File: config.mk
export PLATFORM = sky130hd
export DESIGN_NAME = port_timer
export DESIGN_NICKNAME = d
export VERILOG_FILES = /design/src/logic/pit_pkg.sv /design/src/logic/port_timer.sv
export SDC_FILE = /design/constraint.sdc
export NUM_CORES = 1
export LEC_CHECK = 0
export ABC_AREA = 1
export BUFFER_PORTS_ARGS = -buffer_cell sky130_fd_sc_hd__buf_4
export CAP_MARGIN = 30
export CORE_UTILIZATION = 50
export CTS_CLUSTER_SIZE = 25
export DETAILED_ROUTE_END_ITERATION = 12
export PLACE_DENSITY = 0.84
export SKIP_LAST_GASP = 1
export SYNTH_ARGS = -nofsm -noshare
export SYNTH_HDL_FRONTEND = slang
export SYNTH_SLANG_ARGS = --single-unit
File: constraint.sdc
create_clock -name core_clk -period 1.95 [get_ports core_clk]
set_input_delay 0.0975 -clock core_clk [delete_from_list [all_inputs] [get_ports core_clk]]
set_output_delay 0.0975 -clock core_clk [all_outputs]
set_load 0.1 [all_outputs]
File: src/logic/pit_pkg.sv
// Constants and carriers for the port, edge detect and interval timer block.
// Assumes a synchronous processor bus sampled once per core_clk edge.
// What this block does
// - Port A line is input when its direction bit is 0, output when 1.
// - Output lines drive the matching bit of that port's output data register.
// - Reading port A data returns sampled pin levels, not the register.
// - Data written to input lines is kept and appears once direction is set.
// - Port B uses the same per-line direction and output drive scheme.
// - Reading port B data returns the output data register contents.
// - Selected transition on the top port A line sets edge flag, bit 6.
// - Interrupt request asserts when edge flag set and edge interrupt enabled.
// - Edge control write takes polarity from A0 and enable from A1.
// - Data bus value is ignored on an edge control write.
// - Edge flag sets regardless of line direction or interrupt enable.
// - Reset disables edge interrupt and selects falling edge detection.
// - Reading the flag register clears the edge flag.
// - Timer counts an 8-bit value in intervals of 1, 8, 64 or 1024 clocks.
// - Timer write selects prescale from A1:A0 and loads the data bus.
// - Every timer read or write sets timer interrupt enable from A3.
// - Timer read before the flag returns whole intervals remaining.
// - One interval past zero, flag sets, count wraps to all ones, then 1T rate.
// - Timer access clears its flag, unless the flag is set that same cycle.
// - Flag register read gives timer flag on D7, edge flag on D6, else zero.
// - Interrupt request is active low, high when idle, from edge or timer.
package pit_pkg;
  localparam logic [2:0] OFF_PA_DATA = 3'h0;
  localparam logic [2:0] OFF_PA_DIR = 3'h1;
  localparam logic [2:0] OFF_PB_DATA = 3'h2;
  localparam logic [2:0] OFF_PB_DIR = 3'h3;
  localparam int BIT_TIMER_SEL = 2;
  localparam int BIT_EDGE_TIMER = 4;
  localparam int BIT_TIMER_IE = 3;
  localparam int FLAG_TIMER_POS = 7;
  localparam int FLAG_EDGE_POS = 6;
  localparam logic [7:0] PORT_RESET = 8'h00;
  localparam logic [9:0] PRESC_DIV1 = 10'h000;
  localparam logic [9:0] PRESC_DIV8 = 10'h007;
  localparam logic [9:0] PRESC_DIV64 = 10'h03F;
  localparam logic [9:0] PRESC_DIV1024 = 10'h3FF;
  localparam logic [7:0] TIMER_RESET = 8'hFF;

  typedef struct packed {
    logic sel;
    logic rd;
    logic wr;
    logic [6:0] addr;
    logic [7:0] wdata;
  } bus_req_t;

  typedef enum logic [1:0] {
    TM_COUNT = 2'b01,
    TM_EXPIRED = 2'b10
  } timer_state_t;
endpackage : pit_pkg

File: src/logic/port_timer.sv
// Two bidirectional ports, top-line edge detector and interval timer.
// Assumes bus requests and pins are synchronous to core_clk; one access per cycle.
`timescale 1ns/1ps
module port_timer
  import pit_pkg::*;
(
  input wire logic core_clk,
  input wire logic nrst,
  input wire bus_req_t bus,
  output logic [7:0] rdata_ff,
  output logic [7:0] port_a_lines_o,
  output logic [7:0] port_a_lines_oe,
  input wire logic [7:0] port_a_lines_i,
  output logic [7:0] port_b_lines_o,
  output logic [7:0] port_b_lines_oe,
  input wire logic [7:0] port_b_lines_i,
  output logic irq_n
);
  logic [7:0] port_a_direction_ff, nxt_port_a_direction;
  logic [7:0] port_a_output_data_ff, nxt_port_a_output_data;
  logic [7:0] port_b_direction_ff, nxt_port_b_direction;
  logic [7:0] port_b_output_data_ff, nxt_port_b_output_data;
  logic [7:0] nxt_rdata;
  logic edge_pos_ff, nxt_edge_pos;
  logic edge_ie_ff, nxt_edge_ie;
  logic edge_flag_ff, nxt_edge_flag;
  logic edge_sense_line_ff, nxt_edge_sense_line;
  logic [7:0] interval_count_ff, nxt_interval_count;
  logic [9:0] presc_ff, nxt_presc;
  logic [9:0] presc_max_ff, nxt_presc_max;
  logic timer_flag_ff, nxt_timer_flag;
  logic timer_ie_ff, nxt_timer_ie;
  timer_state_t tstate_ff, nxt_tstate;
  logic rd_reg, wr_reg, ram_off, timer_acc, timer_wr, edge_wr, flag_rd;
  logic edge_event, timer_expire, tick;

  assign ram_off = bus.sel && (bus.rd || bus.wr);
  assign timer_acc = ram_off && bus.addr[BIT_TIMER_SEL]
    && ((bus.wr && bus.addr[BIT_EDGE_TIMER]) || (bus.rd && !bus.addr[0]));
  assign timer_wr = timer_acc && bus.wr;
  assign edge_wr = ram_off && bus.wr && bus.addr[BIT_TIMER_SEL] && !bus.addr[BIT_EDGE_TIMER];
  assign flag_rd = ram_off && bus.rd && bus.addr[BIT_TIMER_SEL] && bus.addr[0];
  assign rd_reg = ram_off && bus.rd && !bus.addr[BIT_TIMER_SEL];
  assign wr_reg = ram_off && bus.wr && !bus.addr[BIT_TIMER_SEL];

  assign port_a_lines_oe = port_a_direction_ff;
  assign port_a_lines_o = port_a_output_data_ff & port_a_direction_ff;
  assign port_b_lines_oe = port_b_direction_ff;
  assign port_b_lines_o = port_b_output_data_ff & port_b_direction_ff;

  // Port registers and read data
  always_comb
  begin
    nxt_port_a_direction = port_a_direction_ff;
    nxt_port_a_output_data = port_a_output_data_ff;
    nxt_port_b_direction = port_b_direction_ff;
    nxt_port_b_output_data = port_b_output_data_ff;
    nxt_rdata = rdata_ff;
    if (wr_reg)
    begin
      case (bus.addr[1:0])
        OFF_PA_DATA[1:0]: nxt_port_a_output_data = bus.wdata;
        OFF_PA_DIR[1:0]: nxt_port_a_direction = bus.wdata;
        OFF_PB_DATA[1:0]: nxt_port_b_output_data = bus.wdata;
        default: nxt_port_b_direction = bus.wdata;
      endcase
    end
    if (rd_reg)
    begin
      case (bus.addr[1:0])
        OFF_PA_DATA[1:0]: nxt_rdata = port_a_lines_i;
        OFF_PA_DIR[1:0]: nxt_rdata = port_a_direction_ff;
        OFF_PB_DATA[1:0]: nxt_rdata = port_b_output_data_ff;
        default: nxt_rdata = port_b_direction_ff;
      endcase
    end
    else if (timer_acc && bus.rd)
    begin
      nxt_rdata = interval_count_ff;
    end
    else if (flag_rd)
    begin
      nxt_rdata = 8'h00;
      nxt_rdata[FLAG_TIMER_POS] = timer_flag_ff;
      nxt_rdata[FLAG_EDGE_POS] = edge_flag_ff;
    end
  end

  always_ff @(posedge core_clk)
  begin
    if (!nrst)
    begin
      port_a_direction_ff <= PORT_RESET;
      port_a_output_data_ff <= PORT_RESET;
      port_b_direction_ff <= PORT_RESET;
      port_b_output_data_ff <= PORT_RESET;
      rdata_ff <= 8'h00;
    end
    else
    begin
      port_a_direction_ff <= nxt_port_a_direction;
      port_a_output_data_ff <= nxt_port_a_output_data;
      port_b_direction_ff <= nxt_port_b_direction;
      port_b_output_data_ff <= nxt_port_b_output_data;
      rdata_ff <= nxt_rdata;
    end
  end

  // detect on the pin whatever the direction or enable
  assign edge_event = edge_pos_ff ? (!edge_sense_line_ff && port_a_lines_i[7])
                                  : (edge_sense_line_ff && !port_a_lines_i[7]);

  // Edge detector control and flag
  always_comb
  begin
    nxt_edge_sense_line = port_a_lines_i[7];
    nxt_edge_pos = edge_pos_ff;
    nxt_edge_ie = edge_ie_ff;
    nxt_edge_flag = edge_flag_ff;
    if (edge_wr)
    begin
      nxt_edge_pos = bus.addr[0];
      nxt_edge_ie = bus.addr[1];
    end
    if (flag_rd)
      nxt_edge_flag = 1'b0;
    if (edge_event)
      nxt_edge_flag = 1'b1;
  end

  always_ff @(posedge core_clk)
  begin
    if (!nrst)
    begin
      edge_pos_ff <= 1'b0;
      edge_ie_ff <= 1'b0;
      edge_flag_ff <= 1'b0;
      edge_sense_line_ff <= 1'b1;
    end
    else
    begin
      edge_pos_ff <= nxt_edge_pos;
      edge_ie_ff <= nxt_edge_ie;
      edge_flag_ff <= nxt_edge_flag;
      edge_sense_line_ff <= nxt_edge_sense_line;
    end
  end

  assign tick = (presc_ff == 10'h000);
  assign timer_expire = (tstate_ff == TM_COUNT) && tick && (interval_count_ff == 8'h00);

  // Interval timer
  always_comb
  begin
    nxt_interval_count = interval_count_ff;
    nxt_presc = presc_ff;
    nxt_presc_max = presc_max_ff;
    nxt_timer_flag = timer_flag_ff;
    nxt_timer_ie = timer_ie_ff;
    nxt_tstate = tstate_ff;
    case (tstate_ff)
      TM_COUNT:
      begin
        if (tick)
        begin
          nxt_presc = presc_max_ff;
          nxt_interval_count = interval_count_ff - 8'h01;
          if (timer_expire)
            nxt_tstate = TM_EXPIRED;
        end
        else
          nxt_presc = presc_ff - 10'h001;
      end
      TM_EXPIRED: nxt_interval_count = interval_count_ff - 8'h01;
      default: nxt_tstate = TM_COUNT;
    endcase
    if (timer_acc)
    begin
      nxt_timer_ie = bus.addr[BIT_TIMER_IE];
      nxt_timer_flag = 1'b0;
    end
    if (timer_wr)
    begin
      nxt_interval_count = bus.wdata;
      case (bus.addr[1:0])
        2'b00: nxt_presc_max = PRESC_DIV1;
        2'b01: nxt_presc_max = PRESC_DIV8;
        2'b10: nxt_presc_max = PRESC_DIV64;
        default: nxt_presc_max = PRESC_DIV1024;
      endcase
      nxt_presc = nxt_presc_max;
      nxt_tstate = TM_COUNT;
    end
    if (timer_expire && !timer_wr)
      nxt_timer_flag = 1'b1;
  end

  always_ff @(posedge core_clk)
  begin
    if (!nrst)
    begin
      interval_count_ff <= TIMER_RESET;
      presc_ff <= PRESC_DIV1024;
      presc_max_ff <= PRESC_DIV1024;
      timer_flag_ff <= 1'b0;
      timer_ie_ff <= 1'b0;
      tstate_ff <= TM_COUNT;
    end
    else
    begin
      interval_count_ff <= nxt_interval_count;
      presc_ff <= nxt_presc;
      presc_max_ff <= nxt_presc_max;
      timer_flag_ff <= nxt_timer_flag;
      timer_ie_ff <= nxt_timer_ie;
      tstate_ff <= nxt_tstate;
    end
  end

  assign irq_n = !((edge_flag_ff && edge_ie_ff) || (timer_flag_ff && timer_ie_ff));

  stored_data_a: assert property (@(posedge core_clk) disable iff (!nrst)
    (wr_reg && bus.addr[1:0] == OFF_PA_DATA[1:0]) |=> port_a_output_data_ff == $past(bus.wdata))
    else $error("port A data not stored");
  pa_read_pins_a: assert property (@(posedge core_clk) disable iff (!nrst)
    (rd_reg && bus.addr[1:0] == OFF_PA_DATA[1:0]) |=> rdata_ff == $past(port_a_lines_i))
    else $error("port A read not pin levels");
  pb_read_reg_a: assert property (@(posedge core_clk) disable iff (!nrst)
    (rd_reg && bus.addr[1:0] == OFF_PB_DATA[1:0]) |=> rdata_ff == $past(port_b_output_data_ff))
    else $error("port B read not register");
  edge_sets_flag_a: assert property (@(posedge core_clk) disable iff (!nrst)
    edge_event |=> edge_flag_ff)
    else $error("edge flag not set");
  flag_read_clears_a: assert property (@(posedge core_clk) disable iff (!nrst)
    (flag_rd && !edge_event) |=> !edge_flag_ff)
    else $error("edge flag not cleared");
  edge_ctrl_a: assert property (@(posedge core_clk) disable iff (!nrst)
    edge_wr |=> (edge_pos_ff == $past(bus.addr[0])) && (edge_ie_ff == $past(bus.addr[1])))
    else $error("edge control not from address");
  // a reload right after expiry is legal
  timer_wrap_a: assert property (@(posedge core_clk) disable iff (!nrst)
    (timer_expire && !timer_acc) ##1 !timer_wr |-> timer_flag_ff && interval_count_ff == 8'hFF
      ##1 interval_count_ff == 8'hFE)
    else $error("timer wrap wrong");
  irq_combine_a: assert property (@(posedge core_clk) disable iff (!nrst)
    (timer_flag_ff && timer_ie_ff) |-> !irq_n)
    else $error("timer request missing");
  pa_dir_write_a: assert property (@(posedge core_clk) disable iff (!nrst)
    (wr_reg && bus.addr[1:0] == OFF_PA_DIR[1:0]) |=> port_a_lines_oe == $past(bus.wdata))
    else $error("port A direction not applied");
  pb_dir_write_a: assert property (@(posedge core_clk) disable iff (!nrst)
    (wr_reg && bus.addr[1:0] == OFF_PB_DIR[1:0]) |=> port_b_lines_oe == $past(bus.wdata))
    else $error("port B direction not applied");
  timer_load_a: assert property (@(posedge core_clk) disable iff (!nrst)
    timer_wr |=> interval_count_ff == $past(bus.wdata))
    else $error("timer not loaded");
  timer_enable_a: assert property (@(posedge core_clk) disable iff (!nrst)
    timer_acc |=> timer_ie_ff == $past(bus.addr[BIT_TIMER_IE]))
    else $error("timer enable not from address");
  remaining_read_a: assert property (@(posedge core_clk) disable iff (!nrst)
    (timer_acc && bus.rd) |=> rdata_ff == $past(interval_count_ff))
    else $error("timer read not count");
  timer_clear_a: assert property (@(posedge core_clk) disable iff (!nrst)
    (timer_acc && !timer_expire) |=> !timer_flag_ff)
    else $error("timer flag not cleared");
  timer_keep_a: assert property (@(posedge core_clk) disable iff (!nrst)
    (timer_expire && !timer_wr) |=> timer_flag_ff)
    else $error("timer flag lost at expiry");
  flag_layout_a: assert property (@(posedge core_clk) disable iff (!nrst)
    flag_rd |=> rdata_ff == {$past(timer_flag_ff), $past(edge_flag_ff), 6'h00})
    else $error("flag register layout wrong");
  edge_irq_a: assert property (@(posedge core_clk) disable iff (!nrst)
    (edge_flag_ff && edge_ie_ff) |-> !irq_n)
    else $error("edge request missing");
  irq_idle_a: assert property (@(posedge core_clk) disable iff (!nrst)
    (!(edge_flag_ff && edge_ie_ff) && !(timer_flag_ff && timer_ie_ff)) |-> irq_n)
    else $error("request without cause");
endmodule : port_timer

==> results by group, run 1 <==
Place
  – Final weighted congestion of routability-driven global placement: 0.886
  – DPL Wire Length: between 6 and 7 mm
  – I/O Buffers: between 60 and 70
  – Pre-CTS setup slack: roughly 0.36 ns

Clocking
  – H-tree level count: 3
  – Hold-fix buffers at CTS: 1
  – Resize count post-CTS: 0
  – Clk root buf: sky130_fd_sc_hd__clkbuf_8
  – Clock edge transition at the registers on the reported setup and hold paths: 0.08 ns
  – CTS Buf Count: 9
  – Post-CTS setup buffer count: 0
  – Source-to-sink clock delay at the later pin of the worst-skew pair: 0.36 ns
  – Longest Clk Path Bufs: 2
  – TritonCTS clock tree: built
  – Clock tree sinks: 69

Final layout
  – Layout net count: 668
  – N_diodes: 0
  – Layout cell share with drive strength beyond 1: roughly a fifth
  – Post-synthesis to final-layout area growth: 20.3%

STA
  – Final Hold Vio Count: 0
  – Fmax: 0.618 GHz
  – Setup Total Neg Slack: 0 ns
  – Slew headroom: about 72%
  – Transition time at the pin with the least slew margin: 0.416 ns
  – Share of the clock period used by the worst path after layout: 82.9%
  – Pins over their slew limit: 0
  – Time the worst path needs with I/O delays and setup: 1.62 ns
  – Number of setup violations in the final report: 0
  – Post-route worst hold slack: roughly 0.018 ns
  – Clock skew: 0.0112 ns
  – Unrepaired setup endpoints after global routing: false
  – Slack of the critical path: 0.333 ns

Global routing
  – Global-route wire length before repair: about 16 mm
  – Antenna violations before repair: 0
  – Total congestion overflow after global routing: 0
  – Pin count of the biggest net entering global routing: 38
  – Global router's overall resource usage: about 26%
  – Number of global-route vias before repair: 3,543

Yosys
  – Ys Warns: 0
  – Area of the mapped netlist: roughly 0.0037 mm2
  – Area share of and/or/nand/nor cells after synthesis: 36.3%
  – Post-synthesis register bit count: 69
  – Mean instance size in the synthesized netlist: 6.57 um2
  – Fraction of registers with async set/reset: 0%
  – Largest family of logic cells by synthesized area: simple AND/OR/NAND/NOR gates
  – Main flop type after synthesis: sky130_fd_sc_hd__dfxtp_1
  – Count of flip-flops with a built-in enable after synthesis: 0
  – Sequential fraction of the synthesis area: 37.2%
  – Synthesized instance count: about 570
  – Compound-cell area share of the yosys netlist: 14.5%
  – Adder-Cell Fraction of Synth Area: just over 1%
  – Net count after synthesis: 604
  – Synth Area in XOR/XNOR: 0.236%
  – Distinct cell type count after synthesis: 35
  – Multiplexer share of the synthesized area: 0%

Die
  – Std cell rows: 31
  – Die width: 88.1 um
  – Placeable Area: 0.00721 mm2
  – Die outline height: 88.1 um
  – Io pins: between 70 and 80
  – Starting utilization of the core area: between 50 and 60%
  – Die footprint: 0.00777 mm2

Min path
  – Hold crit path type: primary input to register

Worst setup path
  – Origin of the critical flop-to-flop path: presc_ff[0]
  – Crit path DAT: 1.87 ns
  – CP peak stage delay: 0.32 ns
  – Start point of the critical path: presc_ff[0]
  – Launching element type of the critical path: register
  – Crit Path Max Fanout: 6
  – Type of element capturing the critical path: register
  – Worst-path cell chain: inv_1 -> ha_1 -> inv_1 -> nor2_2 -> nand2_1 -> nor2_4 -> nand2_1 -> nand2_1 -> nand2_1 -> nand2_1 -> nand2_1
  – Data required time of the critical path: 2.20 ns
  – Reg-to-reg setup timing slack: about 0.33 ns
  – Slowest library cell on the worst path: sky130_fd_sc_hd__dfxtp_1
  – Worst setup path class: register to register
  – Worst R2R Path Depth: 11
  – Critical Path End: presc_ff[5]
  – CP most frequent cell: sky130_fd_sc_hd__nand2_1
  – R2r endpoint: presc_ff[5]

Power and ir drop
  – P per Cell Area: 743 mW/mm2
  – Overall power after layout: 3.32 mW
  – Leakage: 2.36 nW
  – Largest voltage drop on the vdd net: 0.494 mV

Job
  – Total of max-cap violations: 0

Route
  – Residual DRC count: 0
  – Routed wire length: about 9.4 mm
  – DRT Pass-1 Iters: 7
  – Starting DRT DRC Count: around 280
  – Vias/cell: 5.17
  – Number of routed nets with antenna violations: 0
  – Total number of vias: roughly 3,800
  – Routed wirelength normalized by instance count: around 13 um

Outcome
  – Result of the run: completed
-- power by group --
| group | switching, mW | internal [mW] |
|---|---|---|
| Clock | 0.609 | 0.737 |
| Combinational | 0.331 | 0.140 |
| Sequential | 0.0408 | 1.46 |
-- how the worst min path moves through the flow --
stage / startpoint / end / cells after the start
after detailed placement: port_a_lines_i[7] / edge_sense_line_ff / 3
after global routing: bus[11] / timer_ie_ff / 3
after global placement: port_a_lines_i[7] / edge_sense_line_ff / 3
after CTS: bus[11] / timer_ie_ff / 3
final: bus[11] / timer_ie_ff / 3
after floorplan: port_a_lines_i[7] / edge_sense_line_ff / 2
-- registers in the layout (all words and copies together), names as in the netlist, 2 cells and up --
name	cells
interval_count_ff	8
port_a_lines_oe	8
port_a_output_data_ff	8
port_b_lines_oe	8
port_b_output_data_ff	8
presc_ff	10
presc_max_ff	3
rdata_ff	8
tstate_ff	2
-- through the flow --
step,instance area (um2),utilization [%],instances
after global routing,4460,61.9,733
after detailed placement,4230,58.6,716
after floorplan,3710,-,565
after global placement,4230,58.6,716
after CTS,4460,61.9,733
final,4460,61.9,733
-- layout make-up --
| type | instances | area [um2] |
|---|---|---|
| timing repair buffer | 68 | 513 |
| clock buffer | 9 | 124 |
| fill | 655 | 2750 |
| clock inverter | 7 | 104 |
| tap | 99 | 124 |
| sequential | 69 | 1380 |
| inverter | 76 | 288 |
| multi-input combinational | 405 | 1930 |
-- placed cells by master (no fill, tap or decap), types with 2 or more instances in the layout --
cell	n
sky130_fd_sc_hd__ha_1	3
sky130_fd_sc_hd__nor3_1	2
sky130_fd_sc_hd__inv_2	7
sky130_fd_sc_hd__clkinv_4	2
sky130_fd_sc_hd__inv_6	3
sky130_fd_sc_hd__inv_1	67
sky130_fd_sc_hd__buf_4	67
sky130_fd_sc_hd__clkbuf_8	9
sky130_fd_sc_hd__o211ai_1	4
sky130_fd_sc_hd__nor2_2	9
sky130_fd_sc_hd__nand2_4	4
sky130_fd_sc_hd__nor2_8	2
sky130_fd_sc_hd__nor2_4	3
sky130_fd_sc_hd__nand4_1	6
sky130_fd_sc_hd__nand2_1	155
sky130_fd_sc_hd__nor2_1	63
sky130_fd_sc_hd__nand3_1	46
sky130_fd_sc_hd__bufinv_16	2
sky130_fd_sc_hd__o21ai_1	3
sky130_fd_sc_hd__a21oi_1	34
sky130_fd_sc_hd__nand2_2	5
sky130_fd_sc_hd__o21ai_2	2
sky130_fd_sc_hd__o21ai_0	55
sky130_fd_sc_hd__dfxtp_1	69
-- worst max-delay path: cells and delay by family (launching register included) --
family,cells,cell delay (ns)
fa+ha+maj,1,0.19
simple gates,8,0.85
buf+inv,2,0.16
flops,1,0.32
-- kinds of logic (layout without fill, tap and decap cells) --
| family | Yosys count | in the layout |
|---|---|---|
| fa+ha+maj | 3 | 3 |
| xor+xnor | 1 | 1 |
| simple gates | 299 | 299 |
| compound gates | 102 | 102 |
| buf+inv | 91 | 160 |
| flops | 69 | 69 |
-- synth_stat cells, types with 4 or more instances --
library cell / count / area share (%)
sky130_fd_sc_hd__nor2_2: 9 / 1.5
sky130_fd_sc_hd__nand3_1: 46 / 6.2
sky130_fd_sc_hd__nand2_4: 4 / 1.2
sky130_fd_sc_hd__a21oi_1: 34 / 4.6
sky130_fd_sc_hd__inv_1: 67 / 6.8
sky130_fd_sc_hd__o211ai_1: 4 / 0.81
sky130_fd_sc_hd__inv_2: 7 / 0.71
sky130_fd_sc_hd__nand4_1: 6 / 1.0
sky130_fd_sc_hd__o21ai_0: 55 / 7.4
sky130_fd_sc_hd__dfxtp_1: 69 / 37
sky130_fd_sc_hd__nand2_1: 155 / 16
sky130_fd_sc_hd__nor2_1: 63 / 6.4
sky130_fd_sc_hd__buf_6: 5 / 1.5
sky130_fd_sc_hd__buf_4: 4 / 0.81
sky130_fd_sc_hd__nand2_2: 5 / 0.84
-- routing by layer --
metal | wire length (um) | GRT usage [%] | up-vias
met1 | 4000 | 31.9 | 1732
met5 | 0 | 0 | -
met2 | 4670 | 43.8 | 123
met3 | 579 | 7.35 | 15
met4 | 128 | 7.18 | 0
li1 | - | - | 1922
No activity file was read; power rests on OpenSTA's default activity.
==> run 2: changes to the inputs <==
==> constraint.sdc (replaced) <==
create_clock -name core_clk -period 1.55 [get_ports core_clk]
set_input_delay 0.0775 -clock core_clk [delete_from_list [all_inputs] [get_ports core_clk]]
set_output_delay 0.0775 -clock core_clk [all_outputs]
set_load 0.1 [all_outputs]
==> results by group, run 2 (synthesized netlist as in run 1, its figures left out) <==
Power and ir drop
  – P per Cell Area: 835 mW/mm2 (+12%)
  – Largest voltage drop on the vdd net: 0.475 mV (-3.9%)
  – Share of total power in the clock network: 34.0% (-6.6 points)
  – Net Switching: 1.19 mW (+21%)
  – Overall power after layout: 3.79 mW (+14%)
  – Sequential share of power: 49.9% (+4.7 points)
  – Internal power contribution: 2.61 mW (+12%)
  – Fraction of power consumed by combinational cells: 16.2% (+2.0 points)
  – Leakage: 2.41 nW (+1.9%)
  – Fraction of power spent switching nets: 31.2% (+1.7 points)

Route
  – Starting DRT DRC Count: 252 (-10%)
  – Routed wirelength normalized by instance count: 12.6 um (-1.3%)
  – Vias/cell: 5.20 (+0.50%)
  – Number of routed nets with antenna violations: 0 (unchanged)
  – Total number of vias: 3,863 (+1.9%)
  – DRT Pass-1 Iters: 5 (-2)
  – Residual DRC count: 0 (unchanged)
  – Routed wire length: 9.38 mm (about the same)

STA
  – Share of the clock period used by the worst path after layout: 96.6% (+14 points)
  – Clock skew: 0.0139 ns (+0.00265 ns)
  – Setup Total Neg Slack: 0 ns (unchanged)
  – Time the worst path needs with I/O delays and setup: 1.50 ns (-0.120 ns)
  – Unrepaired setup endpoints after global routing: true
  – Transition time at the pin with the least slew margin: 0.432 ns (+0.0161 ns)
  – Fmax: 0.668 GHz (+8.0%)
  – Final Hold Vio Count: 0 (unchanged)
  – Pins over their slew limit: 0 (unchanged)
  – Number of setup violations in the final report: 0 (unchanged)
  – Slack of the critical path: 0.0531 ns (-0.280 ns)
  – Slew headroom: 71.1% (-1.2 points)

Final layout
  – Layout cell share with drive strength beyond 1: 23.9% (+5.1 points)
  – Leading cell types in the layout, fill and taps excluded: sky130_fd_sc_hd__nand2_1 (153), sky130_fd_sc_hd__buf_4 (76), sky130_fd_sc_hd__inv_1 (64)
  – Layout net count: 678 (+1.5%)
  – Number of standard cells in the final layout excluding fillers: 743 (+1.4%)
  – Register ranked first by flip-flop count: presc_ff
  – Number of filler instances in the final layout: 683 (+4.3%)
  – Area taken by flip-flops and latches: 0.00140 mm2 (+1.5%)
  – Total area of multi-input combinational cells: 0.00198 mm2 (+2.7%)
  – Leading cell type in the layout, fill and taps excluded: sky130_fd_sc_hd__nand2_1
  – Flip-flop count of the largest register, all copies and words added: 10 (unchanged)
  – Post-synthesis to final-layout area growth: 22.5%
  – N_diodes: 0 (unchanged)
  – Fraction of the core area covered by cells at the end of the flow: 63.0% (+1.1 points)

Clocking
  – CTS Buf Count: 9 (unchanged)
  – Clock edge transition at the registers on the reported setup and hold paths: 0.08 ns (about the same)
  – H-tree level count: 3 (unchanged)
  – Clk root buf: sky130_fd_sc_hd__clkbuf_8
  – Clock tree sinks: 69 (unchanged)
  – Longest Clk Path Bufs: 2 (unchanged)
  – Source-to-sink clock delay at the later pin of the worst-skew pair: 0.35 ns (about the same)
  – TritonCTS clock tree: built

Global routing
  – Number of global-route vias before repair: 3,358 (-5.2%)
  – Global-route wire length before repair: 15.0 mm (-3.4%)
  – Total congestion overflow after global routing: 0 (unchanged)
  – Pin count of the biggest net entering global routing: 39 (+2.6%)
  – Antenna violations before repair: 0 (unchanged)
  – Global router's overall resource usage: 24.9% (-0.93 points)

Die
  – Std cell rows: 31 (unchanged)
  – Die footprint: 0.00777 mm2 (unchanged)
  – Starting utilization of the core area: 51.4% (unchanged)
  – Die width: 88.1 um (unchanged)
  – Die outline height: 88.1 um (unchanged)
  – Placeable Area: 0.00721 mm2 (unchanged)
  – Io pins: 77 (unchanged)

Worst setup path
  – Data required time of the critical path: 1.84 ns (-0.36 ns)
  – Worst setup path class: register to register
  – Launching element type of the critical path: register
  – Crit path DAT: 1.79 ns (-0.08 ns)
  – Crit Path Max Fanout: 8 (+2)
  – Type of element capturing the critical path: register

Place
  – I/O Buffers: 66 (unchanged)
  – Final weighted congestion of routability-driven global placement: 0.891 (+0.52%)
  – DPL Wire Length: 6.71 mm (-0.32%)
  – Cell count after placement: 722 (+0.84%)
  – Pre-CTS setup slack: -0.0183 ns (-0.380 ns)

Min path
  – Hold crit path type: primary input to register

Outcome
  – Result of the run: completed

Job
  – Total of max-cap violations: 0 (unchanged)
==> run 2: changes by cell type in the layout (fill, tap and decap cells not counted), sizes merged <==
cell / change
buf: +9
bufinv: -2
clkbuf: +1
clkinv: +3
clkinvlp: +1
inv: -3
nand3: +1
==> run 2: metrics by stage <==
step,hold WS [ns],cell area (um2)
3_5_place_dp,0.296,4290
6_report,0.00714,4550
2_1_floorplan,0.174,3730
3_3_place_gp,0.297,4290
4_1_cts,0.00612,4480
5_1_grt,0.00423,4550
==> run 2: final timing paths <==
path | start | end | slack (ns) | depth (start not counted)
setup / recovery | presc_ff[0] | interval_count_ff[7] | 0.05 | 10
hold / removal | bus[11] | timer_ie_ff | 0.007 | 3
setup reg to reg | presc_ff[0] | interval_count_ff[7] | 0.05 | 10
hold reg to reg | presc_max_ff[2] | presc_max_ff[2] | 0.46 | 1
==> run 2: area by class of cell <==
type,count,area share [%]
Clock buffer,10,2.81
Sequential cell,69,30.9
Timing Repair Buffer,77,12.8
Clock inverter,6,0.881
Tap cell,99,2.73
Inverter,76,6.33
Multi-Input combinational cell,406,43.6
==> run 2: routing by layer <==
metal | vias to the layer above | global-route usage [%] | share of wire (%)
li1 | 1947 | - | -
met1 | 1773 | 32.5 | 44
met2 | 133 | 40.9 | 48
met3 | 10 | 6.13 | 6.6
met4 | 0 | 6.89 | 1.1
met5 | - | 0 | 0
==> run 2: power by group through the flow <==
stage	clock network [mW]	logic (mW)	registers [mW]
3_3_place_gp	0	0.577	1.93
6_report	1.29	0.614	1.89
4_1_cts	1.31	0.592	1.89
5_1_grt	1.40	0.675	1.90
2_1_floorplan	0	0.297	2.06
3_5_place_dp	0	0.586	1.93
==> run 2: worst max-delay path, cell delays in order, from the launching register on <==
cell	delay, ns
sky130_fd_sc_hd__dfxtp_2	0.33
sky130_fd_sc_hd__inv_2	0.07
sky130_fd_sc_hd__ha_4	0.14
sky130_fd_sc_hd__inv_2	0.04
sky130_fd_sc_hd__nor2_4	0.10
sky130_fd_sc_hd__nand2_2	0.08
sky130_fd_sc_hd__nor2_4	0.23
sky130_fd_sc_hd__nand3_4	0.16
sky130_fd_sc_hd__nand2_4	0.16
sky130_fd_sc_hd__nand3_2	0.07
sky130_fd_sc_hd__nand2_1	0.07
==> run 2: repair_timing <==
action,CTS,global route
hold endpoints to repair,1,0
gates cloned,0,1
setup buffers,0,3
gates resized for setup,3,11
hold buffers,1,0
pin swaps,1,6
setup endpoints to repair,4,19
==> run 3: changes to the inputs <==
--- a/config.mk
+++ b/config.mk
@@ -9,6 +9,7 @@
 export BUFFER_PORTS_ARGS = -buffer_cell sky130_fd_sc_hd__buf_4
 export CAP_MARGIN = 30
 export CORE_UTILIZATION = 50
+export CTS_BUF_LIST = sky130_fd_sc_hd__clkbuf_4
 export CTS_CLUSTER_SIZE = 25
 export DETAILED_ROUTE_END_ITERATION = 12
 export PLACE_DENSITY = 0.84
==> constraint.sdc (replaced) <==
create_clock -name core_clk -period 1.6 [get_ports core_clk]
set_input_delay 0.08 -clock core_clk [delete_from_list [all_inputs] [get_ports core_clk]]
set_output_delay 0.08 -clock core_clk [all_outputs]
set_load 0.1 [all_outputs]
==> results by group, run 3 (synthesized netlist as in run 1, its figures left out) <==
Outcome
  – Result of the run: completed

Worst setup path
  – Cell class contributing the biggest share of worst-path delay: simple AND/OR/NAND/NOR gates
  – Worst setup path class: register to register
  – Data required time of the critical path: 1.91 ns (+0.07 ns)
  – Worst-path cell chain: inv_2 -> ha_4 -> inv_2 -> nor2_4 -> nand2_2 -> nor2_4 -> nand3_4 -> nand3_2 -> nand2_1 -> inv_1 -> nand2_1
  – Crit path DAT: 1.82 ns (+0.03 ns)
  – Launching element type of the critical path: register
  – Crit Path Max Fanout: 5 (-3)
  – Worst R2R Path Depth: 11 (+1)
  – Start point of the critical path: presc_ff[1]
  – Type of element capturing the critical path: register
  – CP peak stage delay: 0.33 ns (about the same)
  – Slowest library cell on the worst path: sky130_fd_sc_hd__dfxtp_2
  – Instance count on the critical path: 11 (+1)
  – Origin of the critical flop-to-flop path: presc_ff[1]
  – Crit path buffers/inverters: 3 (+1)

Die
  – Starting utilization of the core area: 51.4% (unchanged)
  – Std cell rows: 31 (unchanged)
  – Io pins: 77 (unchanged)
  – Die outline height: 88.1 um (unchanged)
  – Die width: 88.1 um (unchanged)
  – Placeable Area: 0.00721 mm2 (unchanged)
  – Die footprint: 0.00777 mm2 (unchanged)

Final layout
  – Area taken by flip-flops and latches: 0.00140 mm2 (about the same)
  – N_diodes: 0 (unchanged)
  – Total area of multi-input combinational cells: 0.00198 mm2 (about the same)
  – Post-synthesis to final-layout area growth: 26.1%
  – Number of standard cells in the final layout excluding fillers: 757 (+1.9%)
  – Number of filler instances in the final layout: 651 (-4.7%)
  – Leading cell type in the layout, fill and taps excluded: sky130_fd_sc_hd__nand2_1
  – Register ranked first by flip-flop count: presc_ff
  – Flip-flop count of the largest register, all copies and words added: 10 (unchanged)
  – Layout net count: 692 (+2.1%)
  – Layout cell share with drive strength beyond 1: 23.9% (-0.053 points)
  – Leading cell types in the layout, fill and taps excluded: sky130_fd_sc_hd__nand2_1 (153), sky130_fd_sc_hd__buf_4 (77), sky130_fd_sc_hd__inv_1 (64)

Clocking
  – Longest Clk Path Bufs: 2 (unchanged)
  – TritonCTS clock tree: built
  – Clock tree sinks: 69 (unchanged)
  – Clk root buf: sky130_fd_sc_hd__clkbuf_4
  – H-tree level count: 3 (unchanged)
  – Clock edge transition at the registers on the reported setup and hold paths: 0.12 ns (+0.04 ns)
  – Source-to-sink clock delay at the later pin of the worst-skew pair: 0.40 ns (+0.05 ns)
  – CTS Buf Count: 9 (unchanged)

Power and ir drop
  – Overall power after layout: 3.76 mW (-0.96%)
  – Fraction of power spent switching nets: 29.8% (-1.5 points)
  – Share of total power in the clock network: 34.7% (+0.7 points)
  – Leakage: 2.45 nW (+1.9%)
  – P per Cell Area: 803 mW/mm2 (-3.8%)
  – Largest voltage drop on the vdd net: 0.527 mV (+11%)
  – Sequential share of power: 48.8% (-1.1 points)
  – Fraction of power consumed by combinational cells: 16.5% (+0.3 points)
  – Internal power contribution: 2.64 mW (+1.2%)
  – Net Switching: 1.12 mW (-5.6%)

Route
  – Vias/cell: 5.15 (-0.88%)
  – Total number of vias: 3,901 (+0.98%)
  – Number of routed nets with antenna violations: 0 (unchanged)
  – Residual DRC count: 0 (unchanged)
  – Starting DRT DRC Count: 224 (-11%)
  – Routed wirelength normalized by instance count: 12.7 um (+0.68%)
  – DRT Pass-1 Iters: 5 (unchanged)
  – Routed wire length: 9.62 mm (+2.6%)

Global routing
  – Pin count of the biggest net entering global routing: 39 (unchanged)
  – Global-route wire length before repair: 15.5 mm (+3.1%)
  – Number of global-route vias before repair: 3,496 (+4.1%)
  – Global router's overall resource usage: 25.4% (+0.57 points)
  – Total congestion overflow after global routing: 0 (unchanged)
  – Antenna violations before repair: 0 (unchanged)

STA
  – Pins over their slew limit: 0 (unchanged)
  – Transition time at the pin with the least slew margin: 0.422 ns (-0.00998 ns)
  – Unrepaired setup endpoints after global routing: true
  – Time the worst path needs with I/O delays and setup: 1.51 ns (+0.0153 ns)
  – Number of setup violations in the final report: 0 (unchanged)
  – Fmax: 0.661 GHz (-1.0%)
  – Clock skew: 0.0103 ns (-0.00357 ns)
  – Share of the clock period used by the worst path after layout: 94.5% (-2.1 points)
  – Slew headroom: 71.8% (+0.67 points)
  – Final Hold Vio Count: 0 (unchanged)

Place
  – Final weighted congestion of routability-driven global placement: 0.886 (-0.53%)
  – I/O Buffers: 66 (unchanged)
  – DPL Wire Length: 6.82 mm (+1.5%)
  – Cell count after placement: 722 (unchanged)

Min path
  – Hold crit path type: primary input to register
  – Hold Crit Start: port_a_lines_i[2]
  – Depth of the worst hold-timing path: 7 (+4)

Job
  – Total of max-cap violations: 0 (unchanged)
==> run 3: metal layers <==
metal,vias to the layer above,share of wire [%],GRT usage [%],wire length [um]
li1,1978,-,-,-
met1,1764,45,32.9,4290
met2,147,49,42.5,4710
met3,12,5.4,4.34,515
met4,0,1.1,9.68,105
met5,-,0,0,0
==> run 3: worst paths after layout <==
| check | endpoint | slack [ns] |
|---|---|---|
| worst max-delay path | interval_count_ff[7] | 0.09 |
| worst min-delay path | rdata_ff[2] | 0.09 |
| worst max register to register | interval_count_ff[7] | 0.09 |
| worst min register to register | presc_max_ff[2] | 0.47 |
==> run 3: worst min-delay path, stage by stage <==
cell,delay (ns)
sky130_fd_sc_hd__buf_4,0.08
sky130_fd_sc_hd__nand2_1,0.04
sky130_fd_sc_hd__nand4_1,0.08
sky130_fd_sc_hd__nand2_1,0.05
sky130_fd_sc_hd__nand3_1,0.06
sky130_fd_sc_hd__nand2_1,0.04
sky130_fd_sc_hd__inv_1,0.04
==> run 3: cell type report <==
cell class | instances | share of cell area [%]
multi-input combinational | 406 | 42.4
sequential | 69 | 30.0
timing repair buffer | 91 | 15.3
inverter | 76 | 6.15
tap | 99 | 2.65
clock inverter | 6 | 1.84
clock buffer | 10 | 1.60
==> run 3: power groups by stage <==
stage | sequential [mW] | combinational, mW | clock [mW]
after global placement | 1.87 | 0.558 | 0
final | 1.83 | 0.620 | 1.30
after detailed placement | 1.87 | 0.568 | 0
after global routing | 1.84 | 0.678 | 1.40
after CTS | 1.83 | 0.598 | 1.32
after floorplan | 1.99 | 0.287 | 0
==> run 3: repair_timing <==
item                                    in CTS  in global routing
hold buffers                                14                  0
endpoints found under the setup margin       0                 20
endpoints found under the hold margin       34                  0
buffers inserted                             0                  4
resized for setup                            0                 14
==> run 3: per-stage QoR <==
stage               setup WS [ns]  utilization [%]  cell area, um2  hold WS, ns  TNS [ns]
floorplan                   0.157                -            3730        0.176         0
global placement           0.0784             59.5            4290        0.299         0
detailed placement         0.0302             59.5            4290        0.316         0
CTS                        0.0139             63.7            4590       0.0677         0
global route             -0.00941             64.9            4680       0.0931  -0.00941
finish                     0.0878             64.9            4680       0.0852         0
